==> src/fpc_pkg.sv <==
package fpc_pkg;

  // ==========================================================
  // Clock and pin timing
  localparam int CLK_PERIOD_NS      = 10;
  localparam int READ_ACCESS_NS     = 100;
  localparam int WE_LOW_NS          = 70;
  localparam int WE_HIGH_NS         = 30;
  localparam int POWERDOWN_RECOVERY_NS = 150;
  localparam int SYNC_STAGES        = 3;
  localparam int READ_CYC     = (READ_ACCESS_NS + CLK_PERIOD_NS - 1) / CLK_PERIOD_NS + SYNC_STAGES;
  localparam int WE_LOW_CYC   = (WE_LOW_NS + CLK_PERIOD_NS - 1) / CLK_PERIOD_NS;
  localparam int WE_HIGH_CYC  = (WE_HIGH_NS + CLK_PERIOD_NS - 1) / CLK_PERIOD_NS;
  localparam int RECOVERY_CYC = (POWERDOWN_RECOVERY_NS + CLK_PERIOD_NS - 1) / CLK_PERIOD_NS;

  // ==========================================================
  // Widths and flash constants
  localparam int ADDR_W = 20;
  localparam int DATA_W = 16;
  localparam int TMR_W  = 8;
  localparam logic [15:0] READ_ARRAY_CMD   = 16'h00FF;
  localparam int          SUPPLY_ERROR_BIT = 3;

  // ==========================================================
  // Register offsets
  localparam logic [7:0] REG_CTRL     = 8'h00;
  localparam logic [7:0] REG_ADDR     = 8'h04;
  localparam logic [7:0] REG_WDATA    = 8'h08;
  localparam logic [7:0] REG_RDATA    = 8'h0C;
  localparam logic [7:0] REG_STATUS   = 8'h10;
  localparam logic [7:0] REG_IRQ_STAT = 8'h14;
  localparam logic [7:0] REG_IRQ_MASK = 8'h18;

  // ==========================================================
  // Field positions and reset values
  localparam int CTRL_OP_LSB    = 0;
  localparam int CTRL_ARRAY_BIT = 4;
  localparam int CTRL_WP_BIT    = 8;
  localparam int WDATA_CMD_LSB  = 16;
  localparam int STAT_BUSY_BIT  = 0;
  localparam int STAT_DOWN_BIT  = 1;
  localparam int STAT_STALE_BIT = 2;
  localparam int IRQ_DONE_BIT   = 0;
  localparam int IRQ_REFUSE_BIT = 1;
  localparam int IRQ_ERROR_BIT  = 2;
  localparam logic       WP_N_RESET     = 1'b0;
  localparam logic [2:0] IRQ_MASK_RESET = 3'h0;

  // ==========================================================
  // Operation codes
  localparam logic [2:0] OP_NONE  = 3'h0;
  localparam logic [2:0] OP_READ  = 3'h1;
  localparam logic [2:0] OP_WRITE = 3'h2;
  localparam logic [2:0] OP_CMD2  = 3'h3;
  localparam logic [2:0] OP_SLEEP = 3'h4;
  localparam logic [2:0] OP_WAKE  = 3'h5;

  typedef enum logic [5:0] {
    ST_IDLE  = 6'b00_0001,
    ST_READ  = 6'b00_0010,
    ST_WLOW  = 6'b00_0100,
    ST_WHIGH = 6'b00_1000,
    ST_DOWN  = 6'b01_0000,
    ST_WAKE  = 6'b10_0000
  } fpc_state_e_t;

endpackage

==> src/fpc_sync.sv <==
`timescale 1ns/10ps
module fpc_sync
  import fpc_pkg::*;
(
  input  logic              clk_i,
  input  logic              rst_i,
  input  logic [DATA_W-1:0] d_i,
  output logic [DATA_W-1:0] q_o
);

  typedef struct packed {
    logic [DATA_W-1:0] s1;
    logic [DATA_W-1:0] s2;
    logic [DATA_W-1:0] s3;
    logic [DATA_W-1:0] q;
  } fpc_sync_t;

  fpc_sync_t cur_ff;
  fpc_sync_t nxt_ff;

  always_comb
  begin
    nxt_ff    = cur_ff;
    nxt_ff.s1 = d_i;
    nxt_ff.s2 = cur_ff.s1;
    nxt_ff.s3 = cur_ff.s2;
    // Only a settled value is passed on
    if (cur_ff.s2 == cur_ff.s3)
    begin
      nxt_ff.q = cur_ff.s3;
    end
  end

  always_ff @(posedge clk_i)
  begin
    if (rst_i)
    begin
      cur_ff <= '0;
    end
    else
    begin
      cur_ff <= nxt_ff;
    end
  end

  assign q_o = cur_ff.q;

endmodule

==> src/fpc_timer.sv <==
`timescale 1ns/10ps
module fpc_timer
  import fpc_pkg::*;
(
  input  logic             clk_i,
  input  logic             rst_i,
  input  logic             load_i,
  input  logic [TMR_W-1:0] count_i,
  output logic             expired_o
);

  typedef struct packed {
    logic [TMR_W-1:0] cnt;
  } fpc_timer_t;

  fpc_timer_t cur_ff;
  fpc_timer_t nxt_ff;

  always_comb
  begin
    nxt_ff = cur_ff;
    if (load_i)
    begin
      nxt_ff.cnt = count_i;
    end
    else if (cur_ff.cnt != '0)
    begin
      nxt_ff.cnt = cur_ff.cnt - 1'b1;
    end
  end

  always_ff @(posedge clk_i)
  begin
    if (rst_i)
    begin
      cur_ff <= '0;
    end
    else
    begin
      cur_ff <= nxt_ff;
    end
  end

  assign expired_o = (cur_ff.cnt == '0);

endmodule

==> src/fpc_ctrl.sv <==
//
// Overview of operation
// - Wait recovery time after power-down release
// - Writes only with strobe and select low
// - Issue read-array before array reads after program
// - Drive reset/power-down from system reset
//
// Local design decisions: the register offsets and the Wishbone register port.
`timescale 1ns/10ps
module fpc_ctrl
  import fpc_pkg::*;
(
  input  logic              clk_i,
  input  logic              rst_i,
  input  logic              wb_cyc_i,
  input  logic              wb_stb_i,
  input  logic              wb_we_i,
  input  logic [7:0]        wb_adr_i,
  input  logic [3:0]        wb_sel_i,
  input  logic [31:0]       wb_dat_i,
  output logic [31:0]       wb_dat_o,
  output logic              wb_ack_o,
  output logic              irq_o,
  output logic [ADDR_W-1:0] flash_addr_o,
  input  logic [DATA_W-1:0] flash_dq_i,
  output logic [DATA_W-1:0] flash_dq_o,
  output logic              flash_dq_oe_o,
  output logic              flash_ce_n_o,
  output logic              flash_oe_n_o,
  output logic              flash_we_n_o,
  output logic              flash_wp_n_o,
  output logic              reset_powerdown_n_o
);

  // ==========================================================
  // State
  typedef struct packed {
    fpc_state_e_t      st;
    logic              ce_n;
    logic              oe_n;
    logic              we_n;
    logic              rp_n;
    logic              wp_n;
    logic [ADDR_W-1:0] addr;
    logic [DATA_W-1:0] dq;
    logic              dq_oe;
    logic [31:0]       wdata;
    logic [2:0]        op;
    logic              arr;
    logic              phase;
    logic              stale;
    logic [DATA_W-1:0] rdata;
    logic [2:0]        irq_stat;
    logic [2:0]        irq_mask;
    logic              irq;
    logic              ack;
    logic [31:0]       dat;
  } fpc_ctrl_t;

  fpc_ctrl_t         cur_ff;
  fpc_ctrl_t         nxt_ff;
  logic              tmr_load;
  logic [TMR_W-1:0]  tmr_cnt;
  logic              tmr_expired;
  logic [DATA_W-1:0] dq_sync;
  logic              req;
  logic              start;
  logic [2:0]        start_op;
  logic [2:0]        irq_set;
  logic [2:0]        irq_clr;

  // ==========================================================
  // Helpers
  function automatic logic [31:0] merge_lanes(input logic [31:0] old_v,
                                              input logic [31:0] new_v,
                                              input logic [3:0]  sel);
    logic [31:0] res;
    res = old_v;
    for (int i = 0; i < 4; i++)
    begin
      if (sel[i])
      begin
        res[i*8 +: 8] = new_v[i*8 +: 8];
      end
    end
    return res;
  endfunction

  function automatic logic [TMR_W-1:0] cyc(input int n);
    return TMR_W'(n);
  endfunction

  fpc_sync u_sync (
    .clk_i (clk_i),
    .rst_i (rst_i),
    .d_i   (flash_dq_i),
    .q_o   (dq_sync)
  );

  fpc_timer u_timer (
    .clk_i     (clk_i),
    .rst_i     (rst_i),
    .load_i    (tmr_load),
    .count_i   (tmr_cnt),
    .expired_o (tmr_expired)
  );

  assign req      = wb_cyc_i & wb_stb_i & ~cur_ff.ack;
  assign start_op = wb_dat_i[CTRL_OP_LSB +: 3];
  assign start    = req & wb_we_i & wb_sel_i[0] & (wb_adr_i == REG_CTRL)
                    & (start_op != OP_NONE);

  always_comb
  begin
    nxt_ff   = cur_ff;
    tmr_load = 1'b0;
    tmr_cnt  = '0;
    irq_set  = '0;
    irq_clr  = '0;
    nxt_ff.ack = req;

    // ========================================================
    // Register bus slave
    if (req)
    begin
      nxt_ff.dat = '0;
      if (wb_we_i)
      begin
        if (wb_adr_i == REG_CTRL)
        begin
          if (wb_sel_i[1])
          begin
            nxt_ff.wp_n = wb_dat_i[CTRL_WP_BIT];
          end
        end
        else if (wb_adr_i == REG_ADDR)
        begin
          nxt_ff.addr = ADDR_W'(merge_lanes(32'(cur_ff.addr), wb_dat_i, wb_sel_i));
        end
        else if (wb_adr_i == REG_WDATA)
        begin
          nxt_ff.wdata = merge_lanes(cur_ff.wdata, wb_dat_i, wb_sel_i);
        end
        else if (wb_adr_i == REG_IRQ_STAT)
        begin
          irq_clr = wb_sel_i[0] ? wb_dat_i[2:0] : 3'h0;
        end
        else if (wb_adr_i == REG_IRQ_MASK)
        begin
          nxt_ff.irq_mask = 3'(merge_lanes(32'(cur_ff.irq_mask), wb_dat_i, wb_sel_i));
        end
      end
      else
      begin
        if (wb_adr_i == REG_CTRL)
        begin
          nxt_ff.dat[CTRL_OP_LSB +: 3]  = cur_ff.op;
          nxt_ff.dat[CTRL_ARRAY_BIT]    = cur_ff.arr;
          nxt_ff.dat[CTRL_WP_BIT]       = cur_ff.wp_n;
        end
        else if (wb_adr_i == REG_ADDR)
        begin
          nxt_ff.dat = 32'(cur_ff.addr);
        end
        else if (wb_adr_i == REG_WDATA)
        begin
          nxt_ff.dat = cur_ff.wdata;
        end
        else if (wb_adr_i == REG_RDATA)
        begin
          nxt_ff.dat = 32'(cur_ff.rdata);
        end
        else if (wb_adr_i == REG_STATUS)
        begin
          nxt_ff.dat[STAT_BUSY_BIT]  = (cur_ff.st != ST_IDLE) && (cur_ff.st != ST_DOWN);
          nxt_ff.dat[STAT_DOWN_BIT]  = (cur_ff.st == ST_DOWN);
          nxt_ff.dat[STAT_STALE_BIT] = cur_ff.stale;
        end
        else if (wb_adr_i == REG_IRQ_STAT)
        begin
          nxt_ff.dat = 32'(cur_ff.irq_stat);
        end
        else if (wb_adr_i == REG_IRQ_MASK)
        begin
          nxt_ff.dat = 32'(cur_ff.irq_mask);
        end
      end
    end

    // ========================================================
    // Flash sequencer
    case (cur_ff.st)
      ST_IDLE:
      begin
        if (start)
        begin
          nxt_ff.op  = start_op;
          nxt_ff.arr = wb_dat_i[CTRL_ARRAY_BIT];
          if (start_op == OP_READ && wb_dat_i[CTRL_ARRAY_BIT] && cur_ff.stale)
          begin
            // Program/erase left the device in status mode
            nxt_ff.stale = 1'b0;
            nxt_ff.dq    = READ_ARRAY_CMD;
            nxt_ff.phase = 1'b0;
            nxt_ff.st    = ST_WLOW;
          end
          else if (start_op == OP_READ)
          begin
            nxt_ff.ce_n = 1'b0;
            nxt_ff.oe_n = 1'b0;
            nxt_ff.st   = ST_READ;
            tmr_load    = 1'b1;
            tmr_cnt     = cyc(READ_CYC);
          end
          else if (start_op == OP_WRITE || start_op == OP_CMD2)
          begin
            nxt_ff.dq    = (start_op == OP_CMD2) ? cur_ff.wdata[WDATA_CMD_LSB +: 16]
                                                 : cur_ff.wdata[15:0];
            nxt_ff.phase = (start_op == OP_CMD2);
            nxt_ff.st    = ST_WLOW;
          end
          else if (start_op == OP_SLEEP)
          begin
            nxt_ff.rp_n  = 1'b0;
            nxt_ff.stale = 1'b0;
            nxt_ff.st    = ST_DOWN;
            irq_set[IRQ_DONE_BIT] = 1'b1;
          end
          else
          begin
            irq_set[IRQ_REFUSE_BIT] = 1'b1;
          end
          if (nxt_ff.st == ST_WLOW)
          begin
            // Both strobes low together, data driven
            nxt_ff.ce_n  = 1'b0;
            nxt_ff.we_n  = 1'b0;
            nxt_ff.dq_oe = 1'b1;
            tmr_load     = 1'b1;
            tmr_cnt      = cyc(WE_LOW_CYC);
          end
        end
      end

      ST_WLOW:
      begin
        if (tmr_expired)
        begin
          nxt_ff.we_n = 1'b1;
          nxt_ff.ce_n = 1'b1;
          nxt_ff.st   = ST_WHIGH;
          tmr_load    = 1'b1;
          tmr_cnt     = cyc(WE_HIGH_CYC);
        end
      end

      ST_WHIGH:
      begin
        if (tmr_expired)
        begin
          nxt_ff.dq_oe = 1'b0;
          if (cur_ff.op == OP_CMD2 && cur_ff.phase)
          begin
            // Second half of the command pair
            nxt_ff.phase = 1'b0;
            nxt_ff.dq    = cur_ff.wdata[15:0];
            nxt_ff.dq_oe = 1'b1;
            nxt_ff.ce_n  = 1'b0;
            nxt_ff.we_n  = 1'b0;
            nxt_ff.st    = ST_WLOW;
            tmr_load     = 1'b1;
            tmr_cnt      = cyc(WE_LOW_CYC);
          end
          else if (cur_ff.op == OP_READ)
          begin
            nxt_ff.ce_n = 1'b0;
            nxt_ff.oe_n = 1'b0;
            nxt_ff.st   = ST_READ;
            tmr_load    = 1'b1;
            tmr_cnt     = cyc(READ_CYC);
          end
          else
          begin
            // Device now reports status until told otherwise
            if (cur_ff.op == OP_CMD2)
            begin
              nxt_ff.stale = 1'b1;
            end
            nxt_ff.st = ST_IDLE;
            irq_set[IRQ_DONE_BIT] = 1'b1;
          end
        end
      end

      ST_READ:
      begin
        if (tmr_expired)
        begin
          nxt_ff.rdata = dq_sync;
          nxt_ff.ce_n  = 1'b1;
          nxt_ff.oe_n  = 1'b1;
          nxt_ff.st    = ST_IDLE;
          irq_set[IRQ_DONE_BIT] = 1'b1;
          if (cur_ff.stale && dq_sync[SUPPLY_ERROR_BIT])
          begin
            irq_set[IRQ_ERROR_BIT] = 1'b1;
          end
        end
      end

      ST_DOWN:
      begin
        if (start && start_op == OP_WAKE)
        begin
          nxt_ff.op    = start_op;
          nxt_ff.rp_n  = 1'b1;
          nxt_ff.phase = 1'b1;
          nxt_ff.st    = ST_WAKE;
          tmr_load     = 1'b1;
          tmr_cnt      = cyc(RECOVERY_CYC);
        end
        else if (start)
        begin
          irq_set[IRQ_REFUSE_BIT] = 1'b1;
        end
      end

      ST_WAKE:
      begin
        if (!cur_ff.phase)
        begin
          // Leaving system reset
          nxt_ff.rp_n  = 1'b1;
          nxt_ff.phase = 1'b1;
          tmr_load     = 1'b1;
          tmr_cnt      = cyc(RECOVERY_CYC);
        end
        else if (tmr_expired)
        begin
          nxt_ff.phase = 1'b0;
          nxt_ff.st    = ST_IDLE;
          irq_set[IRQ_DONE_BIT] = 1'b1;
        end
      end

      default:
      begin
        nxt_ff.st = ST_IDLE;
      end
    endcase

    if (start && cur_ff.st != ST_IDLE && cur_ff.st != ST_DOWN)
    begin
      irq_set[IRQ_REFUSE_BIT] = 1'b1;
    end

    // ========================================================
    // Interrupts: a new event wins over a clear
    nxt_ff.irq_stat = (cur_ff.irq_stat & ~irq_clr) | irq_set;
    nxt_ff.irq      = |(nxt_ff.irq_stat & nxt_ff.irq_mask);
  end

  always_ff @(posedge clk_i)
  begin
    if (rst_i)
    begin
      cur_ff          <= '0;
      cur_ff.st       <= ST_WAKE;
      cur_ff.ce_n     <= 1'b1;
      cur_ff.oe_n     <= 1'b1;
      cur_ff.we_n     <= 1'b1;
      cur_ff.rp_n     <= 1'b0;
      cur_ff.wp_n     <= WP_N_RESET;
      cur_ff.irq_mask <= IRQ_MASK_RESET;
    end
    else
    begin
      cur_ff <= nxt_ff;
    end
  end

  assign wb_dat_o            = cur_ff.dat;
  assign wb_ack_o            = cur_ff.ack;
  assign irq_o               = cur_ff.irq;
  assign flash_addr_o        = cur_ff.addr;
  assign flash_dq_o          = cur_ff.dq;
  assign flash_dq_oe_o       = cur_ff.dq_oe;
  assign flash_ce_n_o        = cur_ff.ce_n;
  assign flash_oe_n_o        = cur_ff.oe_n;
  assign flash_we_n_o        = cur_ff.we_n;
  assign flash_wp_n_o        = cur_ff.wp_n;
  assign reset_powerdown_n_o = cur_ff.rp_n;

endmodule

==> config.mk <==
export PLATFORM = sky130hd
export DESIGN_NAME = fpc_ctrl
export DESIGN_NICKNAME = d
export VERILOG_FILES = /design/src/fpc_pkg.sv /design/src/fpc_sync.sv /design/src/fpc_timer.sv /design/src/fpc_ctrl.sv
export SDC_FILE = /design/constraint.sdc
export NUM_CORES = 1
export LEC_CHECK = 0
export CAP_MARGIN = 20
export CORE_MARGIN = 1.5
export CORE_UTILIZATION = 30
export CTS_CLUSTER_SIZE = 8
export DETAILED_ROUTE_END_ITERATION = 16
export DONT_BUFFER_PORTS = 1
export SLEW_MARGIN = 0
export SYNTH_ARGS = -nofsm -noshare
export SYNTH_HDL_FRONTEND = slang
export SYNTH_SLANG_ARGS = --single-unit
export TNS_END_PERCENT = 10
==> constraint.sdc <==
create_clock -name clk_i -period 7.9 [get_ports clk_i]
set_input_delay 1.58 -clock clk_i [delete_from_list [all_inputs] [get_ports clk_i]]
set_output_delay 1.58 -clock clk_i [all_outputs]
set_load 0.02 [all_outputs]
# After elaboration in Yosys (flattened, before gate mapping)
# Cells that the tools add are included.
# classes
add_sub_neg	1
bitwise_logic	13
eq_ne	49
n_reduce_logical	42
n_mux	128
# op_table
operator	n
two-way mux 32 bit	5
two-way mux 16 bit	4
two-way mux 3 bit	20
two-way mux 6 bit	10
two-way mux 17 bit	3
two-way mux 1 bit	43
one-hot mux 8 bit (5 select lines)	1
two-way mux 4 bit	9
inequality test 2 bit (second input constant)	18
one-hot mux 6 bit (6 select lines)	1
AND reduction 6 bit	6
one-hot mux 17 bit (2 select lines)	1
two-way mux 8 bit	4
two-way mux 29 bit	1
equality test 8 x 5 -> 1 bit (second input constant)	3
two-way mux 2 bit	12
AND reduction 8 bit	3
two-way mux 23 bit	1
inequality test 3 bit (second input constant)	7
equality test 16 bit	1
equality test 8 x 4 -> 1 bit (second input constant)	2
logical NOT 8 bit	2
AND reduction 5 bit	3
AND reduction 7 bit	2
other kinds (38)	71
# totals
register_bits	214
word_cells	263
input_bits	65
out_inout_bits	76

# Longest topological paths before layout
# logic_depth
ltp_word	13
depth_mapped	10
depth_no_buf	8

# By module
# A second synthesis with hierarchy kept.
# unflattened
hier_cells	1124
hier_area_um2	10146.0
# modules_own_cells
module	cells_each	instances	seq_area_each_um2	area_per_inst_um2
fpc_ctrl	865	1	2842.7	7377.1
fpc_sync	206	1	1281.2	2293.4
fpc_timer	53	1	160.2	475.5

# Least setup slack after synthesis
# Ideal clock, no wire load.
# synth_timing
path_type	input port to flip-flop
startpoint	input port wb_adr_i[3]
endpoint	register cur_ff (netlist bit flash_oe_n_o)
path_buffers	3
cell_stages	9
setup_time_ps	72
setup_slack_ps	4346
required_ps	7828
t_arrival_ps	3482
cell_sequence	clkbuf_2 -> nor4_4 -> and4_1 -> buf_4 -> a31oi_4 -> or4_1 -> buf_2 -> a211oi_2 -> mux2i_1
# synth_between
elab_chain_cells	5
# synth_lines
element	line_no	text
start: declaration	fpc_ctrl.sv:18	input logic [7:0] wb_adr_i,
logical NOT 8 bit	fpc_ctrl.sv:110	assign start = req & wb_we_i & wb_sel_i[0] & (wb_adr_i == REG_CTRL)
bitwise AND 1 bit	fpc_ctrl.sv:110	
bitwise AND 1 bit	fpc_ctrl.sv:111	& (start_op != OP_NONE);
inequality test 2 bit (no source line)	-	
AND reduction 8 bit (no source line)	-	
end signal: assignment	fpc_ctrl.sv:378	cur_ff <= nxt_ff;
end: declaration	fpc_ctrl.sv:60	fpc_ctrl_t cur_ff;
# No other way between the ends.
# A chain may end at the register's enable or synchronous reset.

# Worst setup path in the final report
# layout_timing
startpoint	input port wb_adr_i[4]
endpoint	register cur_ff (netlist bit flash_dq_o[5])
# layout_between
elab_chain_cells	5
# layout_lines
element	line_no
logical NOT 8 bit	fpc_ctrl.sv:110
bitwise AND 1 bit	fpc_ctrl.sv:110
bitwise AND 1 bit	fpc_ctrl.sv:111
inequality test 2 bit (no source line)	-
AND reduction 6 bit (no source line)	-
# No other way between the ends.

==> reports/metrics.yaml <==
run_status: "finished, final reports clean"
period_share: 0.4301
hp-class: "flip-flop to flip-flop"
async_flop_share: 0
dr.pass1.iters: 5
final_nets: 1046
grt_max_degree: 209
yosys_warnings: 0
fmax_ghz: 0.2943
clkTransAtPathRegs_ns: 0.05
dp_hpwl_um: 19290
setup_slack_ns: 4.502
drtIter0Drc: 541
holdWs_ns: 0.4343
cts_tree: "yes"
crit_path_end_kind: "flip-flop"
drv_slew: 0
place_congestion: 0.8714
met1_usage: 0.1974
drtAntennaViolNets: 0
synth_top_cells_by_count: "214 x dfxtp_1, 141 x nor2_1, 105 x nand2_1, 91 x a21oi_1, 71 x buf_4"
rr_worst_depth: 9
io_pins: 141
synth_area_leaders: "dfxtp_1 46%, mux2i_1 6.0%, buf_4 5.7%, nor2_1 5.7%, a21oi_1 4.9%"
total_power_mw: 2.598
grt_use_met3: 0.05768
ctsHtreeMaxLevel: 1
tightest_slew_ns: 1.137
p_per_area_nw_per_um2: 262.7
slew_headroom: 0.2389
skew_ns: 0.02136
grt_pass1_wl_um: 39690
crit_path_start_kind: "input port"
grt_busiest_layer: "met2"
synth.avg_cell_area_um2: 8.688
hold_buffers: 0
r2r_setup_slack_ns: 5.04
critical_path.startpoint: "wb_adr_i[4]"
crit_required_ns: 8.39
finalHoldViolations: 0
synth.most_common_cell: "dfxtp_1"
seq_area_frac_synth: 0.4595
r2r-end: "flash_dq_o[5]$_SDFFE_PP0P_"
clock_latency_ns: 0.57
clockBufferDepth: 3
track_usage: 0.1612
numCtsBuffers: 30
dieArea_um2: 32140
drc_errors: 0
synth_seq_cells: 214
cts_sinks: 214
cts-root-buf: "clkbuf_16"
avgViaCountPerCell: 5.169
syn_inst: 1073
port_buffers: 0
cts_setup_buffers: 0
synth_top_area_share: 0.4595
use_met2: 0.2566
synth_flop_cell: "dfxtp_1"
post-place-ws_ns: 3.954
vdd_drop_max_mv: 0.1889
fin_tns_setup_ns: 0
vias: 7112
n_antenna_cell: 0
fp.dieH_um: 179.3
rr_startpoint: "u_timer.cur_ff[0]$_SDFFE_PP0P_"
synth_edf_count: 0
synthDistinctLibCells: 73
min_path_cells: 1
rsz0062_at_grt: "no"
syn_to_final_growth_pct: 6.053
grt_pass1_vias: 6652
syn_nets: 1140
core-area_um2: 30590
cp_max_fo: 18
initial_core_util: 0.3048
post_cts_resize_count: 0
fin_crit_ns: 3.398
syn_area_um2: 9323
setup_violations: 0
antenna_found_initial: 0
wl_per_cell_um: 19.42
crit_end: "flash_dq_o[5]$_SDFFE_PP0P_"
cp.arrival_ns: 3.88
drive_gt1_frac: 0.05714
overflow: 0
worstSetupPathType: "input port to flip-flop"
routed_wl_um: 26720
power_leakage_nw: 3.700
dp.cells: 1343
max_cap_violations: 0
stdcell_count: 1376
die_width_um: 179.3
rows: 64
synth_top_area_cell: "dfxtp_1"
## where the power goes
part | total (mW) | internal, mW | switching (mW)
Sequential | 1.18 | 1.12 | 0.0589
Combinational | 0.291 | 0.121 | 0.171
Clock | 1.12 | 0.666 | 0.458
Total | 2.60 | 1.91 | 0.688
## area by class of cell
| type | instances | area (um^2) |
|---|---|---|
| Fill cell | 3221 | 20700 |
| Sequential cell | 214 | 4284 |
| Multi-Input combinational cell | 720 | 4237 |
| Clock buffer | 32 | 758.2 |
| Tap cell | 396 | 495.5 |
| Timing Repair Buffer | 7 | 60.06 |
| Clock inverter | 1 | 30.03 |
| Inverter | 6 | 22.52 |
## routing by layer
metal | share of wire | vias up
li1 | - | 3454
met1 | 0.42 | 3371
met2 | 0.46 | 228
met3 | 0.096 | 59
met4 | 0.033 | 0
met5 | 0 | -
## how the worst min path moves through the flow
stage | from | end
after floorplan | u_sync.cur_ff[48]$_SDFF_PP0_ | u_sync.cur_ff[32]$_SDFF_PP0_
after global placement | u_sync.cur_ff[55]$_SDFF_PP0_ | u_sync.cur_ff[39]$_SDFF_PP0_
after detailed placement | u_sync.cur_ff[60]$_SDFF_PP0_ | u_sync.cur_ff[44]$_SDFF_PP0_
after CTS | u_sync.cur_ff[60]$_SDFF_PP0_ | u_sync.cur_ff[44]$_SDFF_PP0_
after global routing | u_sync.cur_ff[55]$_SDFF_PP0_ | u_sync.cur_ff[39]$_SDFF_PP0_
final | u_sync.cur_ff[62]$_SDFF_PP0_ | u_sync.cur_ff[46]$_SDFF_PP0_
## per-stage QoR
| step | cell area (um^2) | util |
|---|---|---|
| after floorplan | 9323 | - |
| after global placement | 9084 | 0.2970 |
| after detailed placement | 9099 | 0.2974 |
| after CTS | 9887 | 0.3232 |
| after global routing | 9887 | 0.3232 |
| final | 9887 | 0.3232 |
## worst max-delay path, stage by stage
cell     delay, ns
nor4_2        0.24
buf_4         0.22
and4_1        0.35
a31oi_1       0.22
nor2_1        0.91
nand3_1       0.19
a21oi_1       0.17
## cells by family after synthesis
kind of cell,share of synthesized area
AO/OA/AOI/OAI,0.1452
multiplexers,0.06254
buffers and inverters,0.08603
AND/OR/NAND/NOR,0.2224
XOR/XNOR,0.02161
adder cells (fa/ha/maj),0.002684
flip-flops,0.4595
## flip-flops by register name, summed over array words and instances, names as in the netlist, 8 cells and up
signal and flops:
flash_addr_o 20, u_timer.cur_ff 8, u_sync.cur_ff 48, u_sync.q_o 16
wb_dat_o 32, flash_dq_o 16, cur_ff 66
## cell usage in the layout, fill, tap and decap left out, types with 4 or more instances in the layout
master and instances:
dfxtp_1 214, nor2_1 141, nand2_1 105, a21oi_1 91, mux2i_1 56, nor2b_1 54
nand3_1 34, clkbuf_16 30, o21ai_0 25, nor3_1 24, a22oi_1 24, xor2_1 20
nor4_1 9, nand4_1 8, a221oi_1 8, nand2b_1 8, and2_1 7, inv_1 6
a31oi_1 6, and3_1 6, o22a_1 6, buf_4 6, or3_1 5, nor3b_1 4
or4_1 4, a222oi_1 4
Note: power is estimated with default switching activity, not from simulation.
